**src/cap_conv_pkg.sv**
```systemverilog
`default_nettype none
package cap_conv_pkg;
  // ----------------------------------------
  // Clock and channel count
  // ----------------------------------------
  localparam int CLK_MHZ = 50;
  localparam int NUM_CH  = 4;

  // ----------------------------------------
  // Register pointer values
  // ----------------------------------------
  localparam logic [7:0] PTR_RST        = 8'h00;
  localparam logic [7:0] ADDR_CONF      = 8'h0C;
  localparam logic [7:0] ADDR_OFF_FIRST = 8'h0D;
  localparam logic [7:0] ADDR_OFF_LAST  = 8'h10;
  localparam logic [7:0] ADDR_GAIN_FIRST = 8'h11;
  localparam logic [7:0] ADDR_GAIN_LAST = 8'h14;
  localparam logic [7:0] ADDR_MAKER     = 8'hFE;
  localparam logic [7:0] ADDR_PART      = 8'hFF;

  // ----------------------------------------
  // Configuration word layout
  // ----------------------------------------
  localparam int RST_BIT  = 15;
  localparam int RATE_HI  = 11;
  localparam int RATE_LO  = 10;
  localparam int RPT_BIT  = 8;
  localparam int START_HI = 7;
  localparam int DONE_HI  = 3;
  localparam logic [15:0] RSVD_MASK = 16'h7200;
  localparam logic [1:0]  RATE_RSVD = 2'h0;
  localparam logic [1:0]  RATE_100  = 2'h1;
  localparam logic [1:0]  RATE_200  = 2'h2;

  // ----------------------------------------
  // Reset values and trim formats
  // ----------------------------------------
  localparam logic [1:0]  RATE_RST = 2'h0;
  localparam logic [15:0] OFF_RST  = 16'h0000;
  localparam logic [15:0] GAIN_RST = 16'h4000;
  localparam int GAIN_FRAC = 14;
  localparam int OFF_FRAC  = 11;
  localparam int RES_FRAC  = 19;
  localparam int OFF_SHIFT = RES_FRAC - OFF_FRAC;

  // Arbitrary identity values
  localparam logic [15:0] MAKER_ID_DEF = 16'hA55A;
  localparam logic [15:0] PART_ID_DEF  = 16'h0C4D;

  // ----------------------------------------
  // Timing
  // ----------------------------------------
  localparam int SRST_NS  = 1000;
  localparam int SRST_CYC = (SRST_NS * CLK_MHZ + 999) / 1000;
  localparam int SRST_W   = 8;
  localparam int PER_100_US = 10000;
  localparam int PER_200_US = 5000;
  localparam int PER_400_US = 2500;
  localparam int CYC_100 = PER_100_US * CLK_MHZ;
  localparam int CYC_200 = PER_200_US * CLK_MHZ;
  localparam int CYC_400 = PER_400_US * CLK_MHZ;
  localparam int TMR_W   = 20;

  typedef enum logic {
    ST_IDLE = 1'b0,
    ST_CONV = 1'b1
  } seq_state_t;
endpackage
`default_nettype wire

```
**src/conv_rate_timer.sv**
```systemverilog
`default_nettype none
module conv_rate_timer
  import cap_conv_pkg::*;
#(
  parameter int CYC_LO  = CYC_100,
  parameter int CYC_MID = CYC_200,
  parameter int CYC_HI  = CYC_400
) (
  // Clock and reset
  input  wire logic       clk_sys_i,
  input  wire logic       rst_n_i,
  // Control
  input  wire logic       clear_i,
  input  wire logic [1:0] rate_i,
  // Sample tick
  output logic            tick_o
);
  logic [TMR_W-1:0] cnt;
  logic [TMR_W-1:0] next_cnt;
  logic [TMR_W-1:0] period;
  logic [1:0]       rate_q;
  logic             next_tick;

  always_comb begin
    unique case (rate_i)
      RATE_100: period = TMR_W'(CYC_LO - 1);
      RATE_200: period = TMR_W'(CYC_MID - 1);
      default:  period = TMR_W'(CYC_HI - 1);
    endcase
    next_cnt  = cnt + 1'b1;
    next_tick = 1'b0;
    // Restart on a new rate so the first period is whole
    if (clear_i || rate_i != rate_q || rate_i == RATE_RSVD) begin
      next_cnt = '0;
    end else if (cnt >= period) begin
      next_cnt  = '0;
      next_tick = 1'b1;
    end
  end

  always_ff @(posedge clk_sys_i) begin
    if (!rst_n_i) begin
      cnt    <= '0;
      rate_q <= RATE_RST;
      tick_o <= 1'b0;
    end else begin
      cnt    <= next_cnt;
      rate_q <= rate_i;
      tick_o <= next_tick;
    end
  end
endmodule
`default_nettype wire

```
**src/trim_apply.sv**
```systemverilog
`default_nettype none
module trim_apply
  import cap_conv_pkg::*;
(
  // Raw result and trims
  input  wire logic [23:0] raw_i,
  input  wire logic [15:0] off_i,
  input  wire logic [15:0] gain_i,
  // Corrected result
  output logic      [23:0] cal_o
);
  logic signed [24:0] sum;
  logic signed [16:0] gain_s;
  logic signed [41:0] prod;
  logic signed [27:0] scaled;

  always_comb begin
    // Offset is 5.11 pF, result is scaled by 2^19 [RULE8] [RULE9] [RULE18]
    sum    = $signed({raw_i[23], raw_i})
           + $signed({off_i[15], off_i, 8'h00});
    // Unsigned 2.14 gain [RULE12] [RULE13]
    gain_s = $signed({1'b0, gain_i});
    prod   = sum * gain_s;
    scaled = prod[41:GAIN_FRAC];
    // Saturate rather than wrap on extreme trims [RULE7] [RULE11]
    if (scaled > 28'sh07FFFFF) begin
      cal_o = 24'h7FFFFF;
    end else if (scaled < -28'sh0800000) begin
      cal_o = 24'h800000;
    end else begin
      cal_o = scaled[23:0];
    end
  end
endmodule
`default_nettype wire

```
**src/cap_converter_control_regs.sv**
```systemverilog
`default_nettype none
// Function
// RULE1: Top config bit one starts full reset
// RULE2: Reset bit reads zero after reset completes
// RULE3: Reserved config bits read zero, ignore writes
// RULE4: Repeat bit re-runs every enabled measurement
// RULE5: Four start bits enable and trigger measurements
// RULE6: Four read-only done flags per measurement
// RULE7: Per-channel fine offset added to capacitance
// RULE8: Offset bits 15..11 signed integer picofarads
// RULE9: Offset bits 10..0 are fraction
// RULE10: Fine offset combines with coarse offset array
// RULE11: Per-channel 16-bit gain factor below four
// RULE12: Gain bits 15..14 unsigned integer part
// RULE13: Gain bits 13..0 fraction, word over 2^14
// RULE14: Read-only maker identity at 0xFE
// RULE15: Read-only part identity at 0xFF
// RULE16: Rate codes 01,10,11 give 100,200,400 S/s
// RULE17: Pointer resets zero, set by every write
// RULE18: Results 24-bit scaled by 2^19 plus coarse
module cap_converter_control_regs
  import cap_conv_pkg::*;
#(
  parameter int          RATE_CYC_100 = CYC_100,
  parameter int          RATE_CYC_200 = CYC_200,
  parameter int          RATE_CYC_400 = CYC_400,
  // Arbitrary identity values
  parameter logic [15:0] MAKER_ID     = MAKER_ID_DEF,
  parameter logic [15:0] PART_ID      = PART_ID_DEF
) (
  // Clock and reset
  input  wire logic        clk_sys_i,
  input  wire logic        rst_n_i,
  // Register access behind the serial front end
  input  wire logic        ptr_wr_i,
  input  wire logic [7:0]  ptr_i,
  input  wire logic        wr_i,
  input  wire logic [15:0] wr_data_i,
  input  wire logic        rd_i,
  output logic      [15:0] rd_data_o,
  output logic             rd_valid_o,
  // Analog front end
  output logic             fe_start_o,
  output logic      [1:0]  fe_chan_o,
  output logic      [1:0]  rate_sel_o,
  input  wire logic        fe_done_i,
  input  wire logic [23:0] fe_data_i,
  // Corrected results
  output logic             meas_valid_o,
  output logic      [1:0]  meas_idx_o,
  output logic      [23:0] meas_data_o,
  // Status
  output logic             soft_reset_o
);
  localparam int SRST_D = SRST_CYC + 1;

  // ----------------------------------------
  // State
  // ----------------------------------------
  logic [7:0]        ptr, next_ptr;
  logic [15:0]       rd_data, next_rd_data;
  logic              rd_valid, next_rd_valid;
  logic              srst_q;
  logic [SRST_W-1:0] srst_cnt, next_srst_cnt;
  logic [1:0]        rate, next_rate;
  logic              rpt, next_rpt;
  logic [NUM_CH-1:0] start, next_start;
  logic [NUM_CH-1:0] done, next_done;
  logic [NUM_CH-1:0] pending, next_pending;
  logic [15:0]       off_trim [NUM_CH];
  logic [15:0]       next_off [NUM_CH];
  logic [15:0]       gain_trim [NUM_CH];
  logic [15:0]       next_gain [NUM_CH];
  seq_state_t        state, next_state;
  logic [1:0]        cur, next_cur;
  logic              fe_start, next_fe_start;
  logic              meas_valid, next_meas_valid;
  logic [1:0]        meas_idx, next_meas_idx;
  logic [23:0]       meas_data, next_meas_data;

  logic              busy;
  logic              tick;
  logic              wr_ok;
  logic [15:0]       conf_word;
  logic [7:0]        off_rel;
  logic [7:0]        gain_rel;
  logic [1:0]        sel;
  logic [NUM_CH-1:0] done_set;
  logic [NUM_CH-1:0] done_clr;
  logic [23:0]       cal_data;

  assign busy  = srst_cnt != '0;
  assign wr_ok = wr_i && !busy;
  assign off_rel  = ptr - ADDR_OFF_FIRST;
  assign gain_rel = ptr - ADDR_GAIN_FIRST;

  assign rd_data_o    = rd_data;
  assign rd_valid_o   = rd_valid;
  assign fe_start_o   = fe_start;
  assign fe_chan_o    = cur;
  assign rate_sel_o   = rate;
  assign meas_valid_o = meas_valid;
  assign meas_idx_o   = meas_idx;
  assign meas_data_o  = meas_data;
  assign soft_reset_o = srst_q;

  // ----------------------------------------
  // Helpers
  // ----------------------------------------
  conv_rate_timer #(
    .CYC_LO  (RATE_CYC_100),
    .CYC_MID (RATE_CYC_200),
    .CYC_HI  (RATE_CYC_400)
  ) u_timer (
    .clk_sys_i (clk_sys_i),
    .rst_n_i   (rst_n_i),
    .clear_i   (busy),
    .rate_i    (rate),
    .tick_o    (tick)
  );

  // Raw result assumed already carries the coarse array term [RULE10]
  trim_apply u_trim (
    .raw_i  (fe_data_i),
    .off_i  (off_trim[cur]),
    .gain_i (gain_trim[cur]),
    .cal_o  (cal_data)
  );

  // ----------------------------------------
  // Configuration word and read decode
  // ----------------------------------------
  always_comb begin
    conf_word = 16'h0000;
    conf_word[RST_BIT] = busy;  // [RULE2]
    conf_word[RATE_HI:RATE_LO] = rate;
    conf_word[RPT_BIT] = rpt;
    for (int i = 0; i < NUM_CH; i++) begin
      conf_word[START_HI-i] = start[i];
      conf_word[DONE_HI-i]  = done[i];  // [RULE6]
    end
  end

  always_comb begin
    next_ptr      = ptr;
    next_rd_data  = rd_data;
    next_rd_valid = 1'b0;
    if (ptr_wr_i) begin
      next_ptr = ptr_i;  // [RULE17]
    end
    if (rd_i) begin
      next_rd_valid = 1'b1;
      if (ptr == ADDR_CONF) begin
        next_rd_data = conf_word;  // [RULE3]
      end else if (ptr >= ADDR_OFF_FIRST && ptr <= ADDR_OFF_LAST) begin
        next_rd_data = off_trim[off_rel[1:0]];
      end else if (ptr >= ADDR_GAIN_FIRST && ptr <= ADDR_GAIN_LAST) begin
        next_rd_data = gain_trim[gain_rel[1:0]];
      end else if (ptr == ADDR_MAKER) begin
        next_rd_data = MAKER_ID;  // [RULE14]
      end else if (ptr == ADDR_PART) begin
        next_rd_data = PART_ID;  // [RULE15]
      end else begin
        next_rd_data = 16'h0000;
      end
    end
  end

  // Pointer is kept over a soft reset so polling needs no rewrite
  always_ff @(posedge clk_sys_i) begin
    if (!rst_n_i) begin
      ptr      <= PTR_RST;
      rd_data  <= 16'h0000;
      rd_valid <= 1'b0;
      srst_cnt <= '0;
      srst_q   <= 1'b0;
    end else begin
      ptr      <= next_ptr;
      rd_data  <= next_rd_data;
      rd_valid <= next_rd_valid;
      srst_cnt <= next_srst_cnt;
      // Registered copy of busy for the status pin
      srst_q   <= next_srst_cnt != '0;
    end
  end

  // ----------------------------------------
  // Control, trims and sequencer
  // ----------------------------------------
  always_comb begin
    sel = 2'd0;
    for (int i = NUM_CH - 1; i >= 0; i--) begin
      if (pending[i]) begin
        sel = 2'(i);
      end
    end
  end

  always_comb begin
    next_srst_cnt   = busy ? srst_cnt - 1'b1 : srst_cnt;
    next_rate       = rate;
    next_rpt        = rpt;
    next_start      = start;
    next_pending    = pending;
    next_off        = off_trim;
    next_gain       = gain_trim;
    next_state      = state;
    next_cur        = cur;
    next_fe_start   = 1'b0;
    next_meas_valid = 1'b0;
    next_meas_idx   = meas_idx;
    next_meas_data  = meas_data;
    done_set        = '0;
    done_clr        = '0;
    unique case (state)
      ST_IDLE: begin
        if (tick && pending != '0) begin
          next_fe_start     = 1'b1;
          next_cur          = sel;
          next_pending[sel] = 1'b0;
          next_state        = ST_CONV;
        end else if (tick && rpt) begin
          next_pending = start;  // [RULE4]
        end
      end
      ST_CONV: begin
        if (fe_done_i) begin
          next_meas_valid = 1'b1;
          next_meas_idx   = cur;
          next_meas_data  = cal_data;
          done_set[cur]   = 1'b1;  // [RULE6]
          next_state      = ST_IDLE;
        end
      end
    endcase
    if (wr_ok && ptr == ADDR_CONF) begin
      if (wr_data_i[RST_BIT]) begin
        next_srst_cnt = SRST_W'(SRST_CYC);  // [RULE1]
      end
      // Unused rate code 00 simply stops sampling [RULE16]
      next_rate = wr_data_i[RATE_HI:RATE_LO];
      next_rpt  = wr_data_i[RPT_BIT];
      for (int i = 0; i < NUM_CH; i++) begin
        next_start[i] = wr_data_i[START_HI-i];  // [RULE5]
      end
      next_pending = next_start;  // [RULE5]
      done_clr     = next_start;
    end
    if (wr_ok && ptr >= ADDR_OFF_FIRST && ptr <= ADDR_OFF_LAST) begin
      next_off[off_rel[1:0]] = wr_data_i;  // [RULE7]
    end
    if (wr_ok && ptr >= ADDR_GAIN_FIRST && ptr <= ADDR_GAIN_LAST) begin
      next_gain[gain_rel[1:0]] = wr_data_i;  // [RULE11]
    end
    // A completion in the clearing cycle is kept
    next_done = (done & ~done_clr) | done_set;
  end

  // Soft reset holds all control state at reset values [RULE1]
  always_ff @(posedge clk_sys_i) begin
    if (!rst_n_i || busy) begin
      rate       <= RATE_RST;
      rpt        <= 1'b0;
      start      <= '0;
      done       <= '0;
      pending    <= '0;
      state      <= ST_IDLE;
      cur        <= 2'd0;
      fe_start   <= 1'b0;
      meas_valid <= 1'b0;
      meas_idx   <= 2'd0;
      meas_data  <= 24'h000000;
      for (int i = 0; i < NUM_CH; i++) begin
        off_trim[i]  <= OFF_RST;
        gain_trim[i] <= GAIN_RST;
      end
    end else begin
      rate       <= next_rate;
      rpt        <= next_rpt;
      start      <= next_start;
      done       <= next_done;
      pending    <= next_pending;
      state      <= next_state;
      cur        <= next_cur;
      fe_start   <= next_fe_start;
      meas_valid <= next_meas_valid;
      meas_idx   <= next_meas_idx;
      meas_data  <= next_meas_data;
      off_trim   <= next_off;
      gain_trim  <= next_gain;
    end
  end
endmodule
`default_nettype wire

```
**config.mk**
```make
export PLATFORM = sky130hd
export DESIGN_NAME = cap_converter_control_regs
export DESIGN_NICKNAME = d
export VERILOG_FILES = /design/src/cap_conv_pkg.sv /design/src/conv_rate_timer.sv /design/src/trim_apply.sv /design/src/cap_converter_control_regs.sv
export SDC_FILE = /design/constraint.sdc
export NUM_CORES = 2
export LEC_CHECK = 0
export BUFFER_PORTS_ARGS = -buffer_cell sky130_fd_sc_hd__buf_2
export CAP_MARGIN = 20
export CORE_MARGIN = 3
export CORE_UTILIZATION = 59
export CTS_CLUSTER_DIAMETER = 40
export DETAILED_ROUTE_END_ITERATION = 7
export HOLD_SLACK_MARGIN = 0.12
export PLACE_DENSITY = 0.77
export SYNTH_ARGS = -nofsm -noshare
export SYNTH_HDL_FRONTEND = slang
export SYNTH_SLANG_ARGS = --single-unit
export TNS_END_PERCENT = 50
```
**constraint.sdc**
```tcl
create_clock -name clk_sys_i -period 13.3 [get_ports clk_sys_i]
set_clock_uncertainty 0.1 [all_clocks]
set_input_delay 2.66 -clock clk_sys_i [delete_from_list [all_inputs] [get_ports clk_sys_i]]
set_output_delay 2.66 -clock clk_sys_i [all_outputs]
set_load 0.02 [all_outputs]
```
==> After elaboration in Yosys (flattened, before gate mapping) <==
Cells that the tools add are included.
{ "word_totals": {"reg_bits": 231, "inputBits": 54, "out_inout_bits": 50, "wordCells": 147} }
{ "classes": {"n_addsub": 5, "multipliers": 1, "n_lt_le_gt_ge": 16, "eq_ne": 7, "n_mux": 50, "bitwise": 10, "n_reduce_logical": 31} }
{ "op_table": {"columns": ["operator", "count"], "rows": [
  ["16-bit 2-to-1 mux", 14],
  ["16-bit binary-select mux with 2-bit select", 4],
  ["64-bit bitwise mux", 2],
  ["16-bit demux with 2-bit select", 2],
  ["24-bit 2-to-1 mux", 2],
  ["25-bit by 17-bit multiplier with 42-bit output", 1],
  ["19-bit one-hot mux with 2 select lines", 1],
  ["28-bit by 24-bit > comparator with 1-bit output, second input constant", 1],
  ["28-bit by 24-bit less-than comparator with 1-bit output, second input constant", 1],
  ["4-bit 2-to-1 mux", 7],
  ["24-bit by 24-bit adder with 25-bit output", 1],
  ["8-bit 2-to-1 mux", 3],
  ["20-bit by 1-bit adder with 20-bit output, second input constant", 1],
  ["20-bit by 19-bit >= comparator with 1-bit output", 1],
  ["8-bit == test, second input constant", 2],
  ["8-bit by 5-bit less-or-equal comparator with 1-bit output, second input constant", 2],
  ["8-bit nonzero test", 2],
  ["1-bit logical AND", 14],
  ["12-bit 2-to-1 mux", 1],
  ["3-bit >= comparator, second input constant", 3],
  ["2-bit NOT with 3-bit output", 3],
  ["4-bit bitwise AND", 2],
  ["8-bit by 4-bit == test with 1-bit output, second input constant", 1],
  ["8-bit by 4-bit >= comparator with 1-bit output, second input constant", 1],
  ["25 further kinds", 48]
]} }

==> Longest topological paths before layout <==
{ "depth": {"word_depth": 13, "depth_mapped": 44} }

==> Cells and area by module <==
Synthesis repeated with hierarchy kept, for this count alone.
{ "unflattened": {"hier_cells": 2951, "hier_area_um2": 26161.3} }
{ "by_module_without_submodules": {"columns": ["module", "instances", "cells_per_inst", "area_each_um2", "seq_area_each_um2"], "rows": [
  ["trim_apply", 1, 1734, 15098.2, 0.0],
  ["cap_converter_control_regs", 1, 1071, 9655.5, 4164.0],
  ["conv_rate_timer", 1, 146, 1407.6, 460.4]
]} }

==> Worst setup path before layout <==
OpenSTA, ideal clock, no wires.
{ "synth_path": {"kind": "input port to flip-flop", "startpoint": "in fe_data_i[8]", "endpoint": "reg meas_data[13] (netlist: meas_data_o[13])", "setup_time_ns": 0.089, "t_arrival_ns": 10.998, "t_required_ns": 13.111, "path_slack_ns": 2.113, "stages": 38, "path_buffers": 3, "path_cell_list": "ha_1 inv_1 fa_1 nor2b_1 o21ai_0 a21boi_0 o21ai_1 a21oi_1 a41oi_1 a21oi_1 a41oi_1 a31o_2 clkbuf_1 nand2_1 inv_1 fa_1 fa_1 buf_1 [... 2 more ...] fa_1 inv_1 fa_1 inv_1 fa_1 inv_1 ha_1 nand3_1 nor2_1 a211o_1 a21o_1 o21ai_1 a31oi_4 a21oi_2 xnor2_4 nand2b_2 buf_4 a311oi_2"} }
{ "synth_between": {"elab_chain_len": 5} }
{ "synth_lines": {"columns": ["item", "line", "rtl"], "rows": [
  ["from (decl)", "cap_converter_control_regs.sv:47", "input wire logic [23:0] fe_data_i,"],
  ["24-bit by 24-bit adder with 25-bit output (*)", "trim_apply.sv:20", "+ $signed({off_i[15], off_i, 8'h00});"],
  ["25-bit by 17-bit multiplier with 42-bit output (*)", "trim_apply.sv:23", "prod = sum * gain_s;"],
  ["28-bit by 24-bit less-than comparator with 1-bit output", "trim_apply.sv:28", "end else if (scaled < -28'sh0800000) begin"],
  ["24-bit 2-to-1 mux", "trim_apply.sv:28", null],
  ["24-bit 2-to-1 mux (*)", "trim_apply.sv:26", "if (scaled > 28'sh07FFFFF) begin"],
  ["to (signal assigned)", "cap_converter_control_regs.sv:288", "meas_data <= next_meas_data;"],
  ["to (decl)", "cap_converter_control_regs.sv:79", "logic [23:0] meas_data, next_meas_data;"]
]} }
Every way passes the cells marked *; elsewhere a longest branch is shown, timed or not.
A chain may end at the register's enable or synchronous reset.

==> Final worst setup path <==
{ "layout_path": {"startpoint": "in fe_data_i[8]", "endpoint": "reg meas_data[0] (netlist: meas_data_o[0])"} }
The elaborated chain is that of the path after synthesis.

==> PnR_summary.wiki <==
{| class="wikitable"
! Metric !! Value
|-
| End of the worst hold path || meas_idx_o[1]
|-
| Leakage Power || approximately 0.013 uW
|-
| Clock buffer count from CTS || 29
|-
| Final net count || ~3600
|-
| Peak fanout along the critical path || 25
|-
| Reg-to-reg setup timing slack || about 1.6 ns
|-
| H-tree levels || 1
|-
| CP Class || input port to register
|-
| Synthesized cell area || 0.0259 mm2
|-
| Clock root buffer || clkbuf_16
|-
| Highest ir drop seen on vdd || 0.000125 V
|-
| Logic pwr share || 0.180
|-
| Placed cell count || 3527
|-
| Placed inst area || between 0.02 and 0.03 mm2
|-
| Remaining number of nets flagged by the antenna check after routing || 0
|-
| Switching share of power || 0.308
|-
| Post-synth EDFFs || 0
|-
| Kind of cell adding the most delay to the critical path || adder cells
|-
| Seq pwr share || 0.379
|-
| HP Start || meas_idx_o[1]
|-
| Antenna violations before repair || 2
|-
| Number of nets in the synthesized netlist || 3559
|-
| Critical path capture point type || register
|-
| Most used DFF post-synth || dfxtp_1
|-
| Starting Density || 0.600
|-
| Mean Syn Cell Area || just under 9 um2
|-
| Proportion of synthesized area in mux cells || 0.0597
|-
| Part of the power in the clock network || 0.441
|-
| Class of the tightest hold or removal check || register to register
|-
| Part of the Yosys area used for sequential elements || 0.179
|-
| Core Footprint || about 0.043 mm2
|-
| Maximum root-to-sink buffer count || 3
|-
| Fin area || between 0.02 and 0.03 mm2
|-
| Post CTS Setup Buffer Count || 0
|-
| Vias in the first global route || about 22000
|-
| Pint || approximately 1300 uW
|-
| Post-synthesis share of cell area spent on and, or, nand and nor gates || 0.168
|-
| Setup Viol. Count Final || 0
|-
| Compound-gate portion of the synthesized area || 0.0985
|-
| Total iterations of the first detailed-routing run || 6
|-
| Number of gates given a new drive strength after cts || 0
|-
| DRC errors left || 0
|-
| 1st-iter DRT viols || approximately 2200
|-
| Fill cell count || 3550
|-
| Synthesis-to-layout area growth || 7.35%
|-
| Unrepaired setup endpoints after global routing || no
|-
| Detailed-route wire length || 69500 um
|-
| Reg2reg start || fe_chan_o[0]
|-
| Hold path depth || 2
|-
| Library cell contributing the largest single delay on the critical path || fa_1
|-
| Slew of the pin with the lowest slew margin || 1.07 ns
|-
| Final hold violation count || 0
|-
| Hold_buf cts || 0
|-
| Warning count from the yosys run || 0
|-
| Worst-Skew Late Latency || 0.59 ns
|-
| Number of pins with negative max-slew slack in the final report || 0
|-
| CTS tree || done
|-
| Post-synthesis share of cell area spent on xor and xnor gates || 0.0315
|-
| Detail-routed net length per standard cell || about 19 um
|-
| Total global-route track usage || 0.309
|-
| Weighted congestion at the end of routability-driven global placement || slightly above 0.9
|-
| Startpoint class of the critical path || input port
|-
| Unique cell type count in the Yosys netlist || 73
|-
| Half-perimeter wire length after placement || approximately 52000 um
|-
| Power dissipated by switching net loads || slightly below 600 uW
|-
| Main combinational cell family by area after synthesis || adder cells
|-
| Count of buffers inserted at the top-level ports || between 100 and 150
|-
| Synthesized instance count || around 3000
|-
| Cell Rows || 76
|-
| Layout cell share with drive strength beyond 1 || 0.0988
|-
| I/O pin cnt || approximately 100
|-
| Result of the run || finished, final reports clean
|-
| Cell with the most instances on the worst path || fa_1
|-
| FFs w/ async S/R, synth || 0
|-
| Adder-Cell Fraction of Synth Area || 0.365
|-
| Power Density || a little under 70 mW/mm2
|-
| Finished Layout Cells || ~3600
|-
| Largest net degree at the start of global routing || 118
|-
| Worst hold slack || 0.360 ns
|-
| Combined area of the multi-input logic cells || ~0.019 mm2
|-
| Final period demand of the worst path || 12.39 ns
|-
| Arrival time at the worst endpoint || ~13 ns
|-
| Delay of the slowest critical-path stage || ~0.74 ns
|-
| Depth of the most critical reg-to-reg path || 34
|-
| Global-route wire length before repair || 115000 um
|-
| Worst-path clk slew || roughly 0.060 ns
|-
| Width of the die || approximately 220 um
|-
| Max-capacitance violation count || 0
|-
| Via density || between 5 and 6
|-
| Capturing point of the worst reg2reg path || meas_data_o[0]
|-
| Remaining Overflow, GRT || 0
|-
| FF+latch count, synth || between 200 and 250
|-
| Tightest slew margin relative to the limit || 0.285
|-
| Via Count || between 20000 and 25000
|-
| Aggregate negative setup slack || 0 ns
|-
| Area used by sequential logic in the layout || about 0.0046 mm2
|-
| Number of clock sinks || roughly 230
|-
| Period utilisation layout || 0.931
|-
| CP Buf/Inv Count || 5
|-
| Req. time, crit path || 13.66 ns
|-
| Die Area || 0.0464 mm2
|-
| Highest Clock Rate || around 81 MHz
|-
| Chip height || approximately 220 um
|}
through the flow:
| stage | utilization | setup slack (ns) | total power (uW) |
|---|---|---|---|
| CTS | 0.643 | 0.999 | 1890 |
| finish | 0.644 | 0.915 | 1900 |
| detailed placement | 0.619 | 0.423 | 1060 |
| global placement | 0.619 | 0.912 | 1050 |
| global route | 0.644 | 0.180 | 1970 |
| floorplan | - | 2.11 | 968 |
power by group through the flow:
stage / Combinational [uW] / Sequential [uW] / Clock [uW]
after floorplan: 234 / 734 / 0
after global placement: 314 / 733 / 0
after detailed placement: 324 / 734 / 0
after CTS: 326 / 719 / 848
after global routing: 371 / 721 / 877
final: 341 / 719 / 838
worst reg2reg max path, delay by kind of cell, from the launching register on:
family | cells | cell delay [ns]
XOR/XNOR | 3 | 1.13
AND/OR/NAND/NOR | 5 | 1.08
buffers and inverters | 4 | 0.68
adder cells (fa/ha/maj) | 7 | 3.50
AO/OA/AOI/OAI | 14 | 3.93
flip-flops | 1 | 0.57
multiplexers | 1 | 0.64
flip-flops by register name (all words and copies together) (netlist names), 2 cells and up:
name and flops:
done 4, fe_chan_o 2, gain_trim 64, meas_data_o 24, meas_idx_o 2, off_trim 64
pending 4, ptr 8, rate_sel_o 2, rd_data_o 16, srst_cnt 8, start 4
u_timer.cnt 20, u_timer.rate_q 2
layout make-up:
class,count,share of cell area
clock inverter,20,0.00936
timing repair buffer,134,0.0281
sequential,231,0.167
multi-input combinational,2081,0.674
clock buffer,33,0.0277
tap,585,0.0263
inverter,498,0.0673
antenna,2,0.000180
cells in the mapped netlist, drive strengths merged (22+ instances only):
library cell,count,area [um2]
nand2,555,2080
inv,498,1870
fa,381,7630
dfxtp,231,4620
a21oi,205,1040
nor2,163,612
clkbuf,149,559
ha,144,1800
and2,122,763
mux4,59,1330
o21ai,59,299
xnor2,58,527
a21o,36,270
nor2b,34,213
xor2,33,289
nand2b,23,146
a311oi,22,312
nand3,22,110
placed cells by master, fill, tap and decap left out, types with 22 or more instances in the layout:
cell type / instances
buf_4: 29
nand2b_1: 22
o21ai_0: 32
o21ai_1: 26
nand3_1: 22
mux4_2: 59
a21oi_1: 202
nor2b_1: 34
and2_1: 121
xor2_1: 33
buf_2: 103
dfxtp_1: 228
clkbuf_16: 29
xnor2_1: 55
fa_1: 381
nor2_1: 163
a21o_1: 36
inv_1: 497
nand2_1: 554
ha_1: 144
per-layer routing:
metal	vias up	wire (um)	track usage
li1	9309	-	-
met1	10400	26800	0.401
met2	976	32900	0.507
met3	215	6480	0.0628
met4	0	3370	0.135
met5	-	0	0
cell families after synthesis:
kind of cell    count (synthesis)
simple gates                  983
buf+inv                       668
fa+ha+maj                     528
compound gates                399
flops                         231
xor+xnor                       91
mux                            80
how the worst max path moves through the flow:
stage / start / endpoint / depth (start not counted)
final: fe_data_i[8] / meas_data_o[0] / 35
after global placement: fe_data_i[8] / meas_data_o[2] / 35
after global routing: fe_data_i[8] / meas_data_o[2] / 35
after CTS: fe_data_i[8] / meas_data_o[2] / 35
after detailed placement: fe_data_i[8] / meas_data_o[2] / 35
after floorplan: fe_data_i[8] / meas_data_o[13] / 38
Power figures use the tool's default switching activity.
